==> src/cgm_pkg.sv <==
// constants shared by the pin function multiplexer
package cgm_pkg;
	localparam int NIB_W = 4;
	localparam int PIN_COUNT = 2;
	localparam int FUNC_W = 8;
	localparam int PIN0_LSB = 0;
	localparam int PIN1_LSB = 4;
	localparam logic [7:0] FUNC_RESET = 8'hab;
	localparam logic [3:0] FN_HOLD_FORCE = 4'h1;
	localparam logic [3:0] FN_VCTRL_FORCE = 4'h2;
	localparam logic [3:0] FN_MAN_SELECT = 4'h7;
	localparam logic [3:0] FN_LOCK0 = 4'h8;
	localparam logic [3:0] FN_LOCK1 = 4'h9;
	localparam logic [3:0] FN_LOCK_BOTH = 4'ha;
	localparam logic [3:0] FN_NO_ALARM = 4'hb;
	localparam logic [3:0] FN_NO_HOLD = 4'hc;
	localparam logic [3:0] FN_IRQ = 4'hd;
	localparam logic [3:0] FN_SEL_OUT = 4'hf;
	localparam int ST_LOCK0 = 0;
	localparam int ST_LOCK1 = 1;
	localparam int ST_BOTH = 2;
	localparam int ST_NO_ALARM = 3;
	localparam int ST_NO_HOLD = 4;
	localparam int ST_IRQ = 5;
	localparam int ST_W = 6;
	localparam logic [1:0] CLKSEL_RSV_MASK = 2'h2;
	localparam logic [1:0] MANUAL_MODE_CODE = 2'h0;
	localparam logic [1:0] STRAP_WAIT = 2'h2;
endpackage

==> src/cgm_role_if.sv <==
// per-pin role code and decoded role flags
`timescale 1ns/1ps
`default_nettype none
interface cgm_role_if;
	logic [cgm_pkg::NIB_W-1:0] code;
	logic [cgm_pkg::ST_W-1:0] status;
	logic drive;
	logic level;
	logic hold_role;
	logic vctrl_role;
	modport decoder (input code, input status, output drive, output level, output hold_role, output vctrl_role);
	modport user (output code, output status, input drive, input level, input hold_role, input vctrl_role);
endinterface
`default_nettype wire
==> src/cgm_gpio_mux.sv <==
// function multiplexer for the two general-purpose pins
// Functional notes
// - upper nibble sets second pin role, lower nibble sets first pin role
// - status outputs follow internal status polarity unless inversion enabled
// - invert bit set inverts every driven output pin, both together
// - pin in input role replaces its internal control bit
// - code 0001: pin high forces holdover, low lets first PLL lock
// - code 0010: pin high forces first PLL control voltage mid-supply
// - lower nibble 0111: both pins select clock input manually, 00 or 01
// - pin-driven manual selection overrides register manual/auto select bits
// - code 1000: pin high when first PLL locked
// - code 1001: pin high when second PLL locked
// - code 1010: pin high only while both PLLs locked
// - code 1011: pin low on loss of signal on any enabled input
// - code 1100: pin low while in holdover
// - code 1101: pin high while any unmasked latched status bit set
// - lower nibble 1111: both pins show selected clock input code
// - pins sampled at reset release; defaults 1011 first, 1010 second
// - zero mask bit keeps latched bit off interrupt pin
`timescale 1ns/1ps
`default_nettype none
module cgm_gpio_mux #(
	parameter int NUM_INPUTS = 2,
	parameter int NUM_LATCHED = 8
) (
	input wire logic clock,
	input wire logic resetn,
	input wire logic cfg_wr_en,
	input wire logic [7:0] cfg_wr_data,
	output logic [7:0] cfg_rd_data,
	input wire logic pin_output_invert,
	input wire logic pll0_locked,
	input wire logic pll1_locked,
	input wire logic [NUM_INPUTS-1:0] clk_los,
	input wire logic [NUM_INPUTS-1:0] clock_input_disable,
	input wire logic in_holdover,
	input wire logic [NUM_LATCHED-1:0] latched_status,
	input wire logic [NUM_LATCHED-1:0] per_condition_irq_mask,
	input wire logic [1:0] selected_clock,
	input wire logic reg_holdover_force,
	input wire logic pll0_vctrl_force_bit,
	input wire logic [1:0] manual_auto_select_bits,
	input wire logic [1:0] reg_clock_select,
	output logic holdover_force,
	output logic vctrl_force,
	output logic manual_select_override,
	output logic [1:0] mode_select,
	output logic [1:0] clock_select,
	output logic strap_done,
	output logic [1:0] strap_value,
	input wire logic [1:0] pin_in,
	output logic [1:0] pin_out,
	output logic [1:0] pin_oe_n
);
	typedef struct packed {
		logic [1:0] sync1;
		logic [1:0] sync2;
		logic [7:0] func;
		logic [1:0] pin_out;
		logic [1:0] oe_n;
		logic hold_force;
		logic vctrl_force;
		logic man_ovr;
		logic [1:0] man_code;
		logic [1:0] eff_mode;
		logic [1:0] eff_sel;
		logic [1:0] strap_cnt;
		logic strap_done;
		logic [1:0] strap_value;
	} cgm_state_t;

	localparam cgm_state_t STATE_RESET = '{
		sync1: 2'h0,
		sync2: 2'h0,
		func: cgm_pkg::FUNC_RESET,
		pin_out: 2'h0,
		oe_n: 2'h3,
		hold_force: 1'b0,
		vctrl_force: 1'b0,
		man_ovr: 1'b0,
		man_code: 2'h0,
		eff_mode: 2'h0,
		eff_sel: 2'h0,
		strap_cnt: 2'h0,
		strap_done: 1'b0,
		strap_value: 2'h0
	};

	cgm_state_t r_reg;
	cgm_state_t r_next;

	logic [cgm_pkg::ST_W-1:0] status_vec;
	logic global_in;
	logic global_out;
	logic [1:0] drive_v;
	logic [1:0] level_v;
	logic [1:0] hold_hit;
	logic [1:0] vctrl_hit;
	logic sel_legal;

	assign status_vec[cgm_pkg::ST_LOCK0] = pll0_locked;
	assign status_vec[cgm_pkg::ST_LOCK1] = pll1_locked;
	assign status_vec[cgm_pkg::ST_BOTH] = pll0_locked & pll1_locked;
	assign status_vec[cgm_pkg::ST_NO_ALARM] = ~|(clk_los & ~clock_input_disable);
	assign status_vec[cgm_pkg::ST_NO_HOLD] = ~in_holdover;
	assign status_vec[cgm_pkg::ST_IRQ] = |(latched_status & per_condition_irq_mask);

	assign global_in = (r_reg.func[cgm_pkg::PIN0_LSB +: cgm_pkg::NIB_W] == cgm_pkg::FN_MAN_SELECT);
	assign global_out = (r_reg.func[cgm_pkg::PIN0_LSB +: cgm_pkg::NIB_W] == cgm_pkg::FN_SEL_OUT);
	assign sel_legal = ((r_reg.sync2 & cgm_pkg::CLKSEL_RSV_MASK) == 2'h0);

	cgm_role_if role_bus [cgm_pkg::PIN_COUNT] ();

	genvar gi;
	generate
		for (gi = 0; gi < cgm_pkg::PIN_COUNT; gi++)
		begin : g_pin
			assign role_bus[gi].code = r_reg.func[gi*cgm_pkg::NIB_W +: cgm_pkg::NIB_W];
			assign role_bus[gi].status = status_vec;
			cgm_pin_role u_role (
				.rif(role_bus[gi])
			);
			// global codes on the low nibble override either pin's own role
			assign drive_v[gi] = global_out | (~global_in & role_bus[gi].drive);
			assign level_v[gi] = global_out ? selected_clock[gi] : role_bus[gi].level;
			assign hold_hit[gi] = ~global_in & ~global_out & role_bus[gi].hold_role;
			assign vctrl_hit[gi] = ~global_in & ~global_out & role_bus[gi].vctrl_role;
		end
	endgenerate

	always_comb
	begin
		r_next = r_reg;
		r_next.sync1 = pin_in;
		r_next.sync2 = r_reg.sync1;
		if (cfg_wr_en)
		begin
			r_next.func = cfg_wr_data;
		end
		r_next.pin_out = drive_v & (level_v ^ {2{pin_output_invert}});
		r_next.oe_n = ~drive_v;
		// conflicting levels on a shared input role are undefined; pins are or-ed
		if (|hold_hit)
		begin
			r_next.hold_force = |(hold_hit & r_reg.sync2);
		end
		else
		begin
			r_next.hold_force = reg_holdover_force;
		end
		if (|vctrl_hit)
		begin
			r_next.vctrl_force = |(vctrl_hit & r_reg.sync2);
		end
		else
		begin
			r_next.vctrl_force = pll0_vctrl_force_bit;
		end
		r_next.man_ovr = global_in;
		if (global_in && sel_legal)
		begin
			r_next.man_code = r_reg.sync2;
		end
		if (global_in)
		begin
			r_next.eff_mode = cgm_pkg::MANUAL_MODE_CODE;
			r_next.eff_sel = sel_legal ? r_reg.sync2 : r_reg.man_code;
		end
		else
		begin
			r_next.eff_mode = manual_auto_select_bits;
			r_next.eff_sel = reg_clock_select;
		end
		// strap capture once the synchroniser holds post-release pin levels
		if (!r_reg.strap_done)
		begin
			if (r_reg.strap_cnt == cgm_pkg::STRAP_WAIT)
			begin
				r_next.strap_done = 1'b1;
				r_next.strap_value = r_reg.sync2;
			end
			else
			begin
				r_next.strap_cnt = r_reg.strap_cnt + 2'h1;
			end
		end
	end

	always_ff @(posedge clock or negedge resetn)
	begin
		if (!resetn)
		begin
			r_reg <= STATE_RESET;
		end
		else
		begin
			r_reg <= r_next;
		end
	end

	assign cfg_rd_data = r_reg.func;
	assign pin_out = r_reg.pin_out;
	assign pin_oe_n = r_reg.oe_n;
	assign holdover_force = r_reg.hold_force;
	assign vctrl_force = r_reg.vctrl_force;
	assign manual_select_override = r_reg.man_ovr;
	assign mode_select = r_reg.eff_mode;
	assign clock_select = r_reg.eff_sel;
	assign strap_done = r_reg.strap_done;
	assign strap_value = r_reg.strap_value;
endmodule
`default_nettype wire

==> src/cgm_pin_role.sv <==
// role decoder for one general-purpose pin
`timescale 1ns/1ps
`default_nettype none
module cgm_pin_role (
	cgm_role_if.decoder rif
);
	always_comb
	begin
		rif.drive = 1'b0;
		rif.level = 1'b0;
		rif.hold_role = 1'b0;
		rif.vctrl_role = 1'b0;
		case (rif.code)
			cgm_pkg::FN_HOLD_FORCE:
			begin
				rif.hold_role = 1'b1;
			end
			cgm_pkg::FN_VCTRL_FORCE:
			begin
				rif.vctrl_role = 1'b1;
			end
			cgm_pkg::FN_LOCK0:
			begin
				rif.drive = 1'b1;
				rif.level = rif.status[cgm_pkg::ST_LOCK0];
			end
			cgm_pkg::FN_LOCK1:
			begin
				rif.drive = 1'b1;
				rif.level = rif.status[cgm_pkg::ST_LOCK1];
			end
			cgm_pkg::FN_LOCK_BOTH:
			begin
				rif.drive = 1'b1;
				rif.level = rif.status[cgm_pkg::ST_BOTH];
			end
			cgm_pkg::FN_NO_ALARM:
			begin
				rif.drive = 1'b1;
				rif.level = rif.status[cgm_pkg::ST_NO_ALARM];
			end
			cgm_pkg::FN_NO_HOLD:
			begin
				rif.drive = 1'b1;
				rif.level = rif.status[cgm_pkg::ST_NO_HOLD];
			end
			cgm_pkg::FN_IRQ:
			begin
				rif.drive = 1'b1;
				rif.level = rif.status[cgm_pkg::ST_IRQ];
			end
			default:
			begin
				// reserved and global codes: undriven, level ignored
				rif.drive = 1'b0;
			end
		endcase
	end
endmodule
`default_nettype wire

==> config.mk <==
export PLATFORM = sky130hd
export DESIGN_NAME = cgm_gpio_mux
export DESIGN_NICKNAME = d
export VERILOG_FILES = /design/src/cgm_pkg.sv /design/src/cgm_role_if.sv /design/src/cgm_gpio_mux.sv /design/src/cgm_pin_role.sv
export SDC_FILE = /design/constraint.sdc
export NUM_CORES = 1
export LEC_CHECK = 0
export BUFFER_PORTS_ARGS = -buffer_cell sky130_fd_sc_hd__buf_2
export CAP_MARGIN = 10
export CORE_ASPECT_RATIO = 1.2
export CORE_MARGIN = 2
export CORE_UTILIZATION = 40
export DETAILED_ROUTE_END_ITERATION = 10
export PLACE_DENSITY = 0.76
export SLEW_MARGIN = 10
export SYNTH_ARGS = -nofsm -noshare
export SYNTH_HDL_FRONTEND = slang
export SYNTH_SLANG_ARGS = --single-unit
export TNS_END_PERCENT = 10
==> constraint.sdc <==
create_clock -name clock -period 1.7 [get_ports clock]
set_input_delay 0.34 -clock clock [delete_from_list [all_inputs] [get_ports clock]]
set_output_delay 0.34 -clock clock [all_outputs]
set_load 0.005 [all_outputs]
==> impl_results.md <==
* Status: completed
* TritonRoute pass-1 iters at 4
* Vias/cell at 4.57
* Commonest non-fill, non-tap cells in the layout: buf_2 (66), dfrtp_1 (23), nand2_1 (15)
* Fin. Hold Viols at 0
* H-tree depth at 2
* Syn-to-layout area delta at 26.7%
* Finished Cell Area at 1910 sq um
* Critical Path End Type: flop
* Max-Cap Viols at 0
* Power Density at 886 nW/um^2
* Final Max Tran Viols at 0
* Maximum clock rate at 0.596 GHz
* RePlAce Congestion at 0.909
* Fin nets at 248
* Mapped Avg Cell Area at 10.6 sq um
* Synth Instances at 143
* Drt drc at 0
* Largest vdd supply drop at 0.571 mV
* Placement Cell Area at 1810 sq um
* Synth top area cells: dfrtp_1 (38%), dfstp_2 (12%), buf_4 (8.9%)
* Starting density of the core at 0.416
* DRT iter0 DRCs at 18
* Chip Width at 60.1 um
* TritonCTS clock tree: built
* Root Buffer Master: clkbuf_8
* Crit path DAT at 1.84 ns
* Total power at 1.69 mW
* Required time worst endpoint at 1.86 ns
* Final WS setup at 0.0214 ns
* Die ar. at 4290 sq um
* Largest net degree at the start of global routing at 31
* Top_reg_cell synth: dfrtp_1
* Register clock-pin slew on the reported worst setup and hold paths at 0.06 ns
* Clock Sinks at 30
* GR Overflow Total at 0
* Setup Skew at 0.00379 ns
* RSZ-0062 raised after global routing: yes
* Final period util at 0.987
* Commonest non-fill, non-tap cell in the layout: buf_2
* Crit start category: flop
* Hpwl dp at 2330 um
* DR vias at 1166
* Clock latency on the worst-skew pair at 0.27 ns
* First-pass GRT wire length at 5040 um
* Pre-CTS setup slack at 0.0288 ns
* Synth Warn # at 0
* Worst slew pin tran at 0.608 ns
* Unique cell type count in the Yosys netlist at 39
* CP Max Fanout at 4
* Vias in the first global route at 1148
* Initial antenna violation count at 0
* Top-Level Pins at 67
* Routed WL at 2920 um
* Synth Register Bits at 30
* FP Rows at 24
* Die Y at 71.3 um
* GRT Total Usage at 0.156
* Layout cell share with drive strength beyond 1 at 0.522
* CTS buffer count at 5
* Leak at 0.933 nW
* Net Count, Synth at 189
* Leading area contributor after synthesis: dfrtp_1
* Synth top area share at 0.381
* Setup CP Type: reg2reg
* Input/output buffers at 66
* Clock period minus worst slack at 1.68 ns
* Remaining antenna violation count at 0
* Register area share after synthesis at 0.503
* CTS max path bufs at 2
* Max reg flops at 8
* EDFF count, synth at 0
* Worst Hold Class: in2async
* Core Box Area at 3630 sq um
* Post-synth ARST share at 1.00
* DR WL/cell at 11.5 um
* Syn Std Cell Area at 1510 sq um
* Ant. Diodes at 0
* Fin util at 0.527
* Finish-stage setup viols at 0
* Headroom to the max-slew limit at 0.595
## cell families (layout without fill, tap and decap cells)
| kind of cell | Yosys count | count (layout) | share of synthesized area |
|---|---|---|---|
| adders and majority gates | 1 | 1 | 0.00828 |
| buffers and inverters | 27 | 87 | 0.113 |
| xor gates and xnor gates | 1 | 1 | 0.00580 |
| and+or+nand+nor | 52 | 52 | 0.185 |
| AOI/OAI and AO/OA | 20 | 20 | 0.0953 |
| DFF | 30 | 30 | 0.503 |
| muxes | 12 | 12 | 0.0903 |
## Yosys cell counts, drive strengths merged, types with 2 or more instances
cell    number
nand3        7
dfrtp       23
and2         2
o211ai       2
or2          2
mux2i        2
a31oi        3
nand2b       4
a22oi        4
nand2       16
nor2         6
inv          5
o311ai       2
nor3         3
buf         19
clkbuf       3
mux2        10
nor2b        5
dfstp        7
o21ai        5
## critical path, cell delays in order (launching register included)
cell	delay [ns]
dfstp_2	0.56
nand2b_1	0.06
a32oi_1	0.20
o311ai_1	0.13
a221oi_2	0.29
mux2_4	0.32
## layout make-up
| type | instances | area, sq um |
|---|---|---|
| fillers | 348 | 1720 |
| flip-flops and latches | 30 | 759 |
| multi-input cells | 86 | 588 |
| repair buffers | 74 | 390 |
| clock buffers | 7 | 86.3 |
| well taps | 52 | 65.1 |
| inverters | 5 | 18.8 |
| clock inverters | 1 | 5.00 |
## metal layers
| layer | wire length (um) | global-route usage | share of wire |
|---|---|---|---|
| met1 | 1260 | 0.193 | 0.43 |
| met2 | 1430 | 0.237 | 0.49 |
| met3 | 156 | 0.0433 | 0.053 |
| met4 | 75 | 0.0938 | 0.026 |
| met5 | 0 | 0 | 0 |
## repair_timing
action	in CTS	in global routing
resized for setup	0	2
setup endpoints to repair	0	2
buffers inserted	0	1
hold buffers	0	0
## worst paths after layout
kind | from | endpoint | slack, ns | cells after the start
setup / recovery | cfg_rd_data[5] | pin_out[1] | 0.02 | 5
hold / removal | resetn | mode_select[1] | 0.07 | 1
setup reg to reg | cfg_rd_data[5] | pin_out[1] | 0.02 | 5
hold reg to reg | r_next[27] | r_reg[27] | 0.35 | 0
max in group asynchronous | resetn | cfg_rd_data[6] | 1.23 | 1
min in group clock | pin_in[0] | r_next[26] | 0.17 | 1
## where the power goes
part           total [mW]  internal [mW]  leakage [nW]  switching (mW)
registers           0.830          0.790         0.347          0.0401
logic               0.303          0.166         0.537           0.136
clock network       0.561          0.325        0.0482           0.236
total                1.69           1.28         0.933           0.413
## per-stage QoR
| stage | hold WS [ns] | cells | setup TNS (ns) |
|---|---|---|---|
| after floorplan | 0.0444 | 143 | 0 |
| after global placement | 0.339 | 246 | 0 |
| after detailed placement | 0.337 | 246 | 0 |
| after CTS | 0.0874 | 254 | 0 |
| after global routing | 0.133 | 255 | -0.0524 |
| final | 0.0687 | 255 | 0 |
No activity file was read; power rests on OpenSTA's default activity.
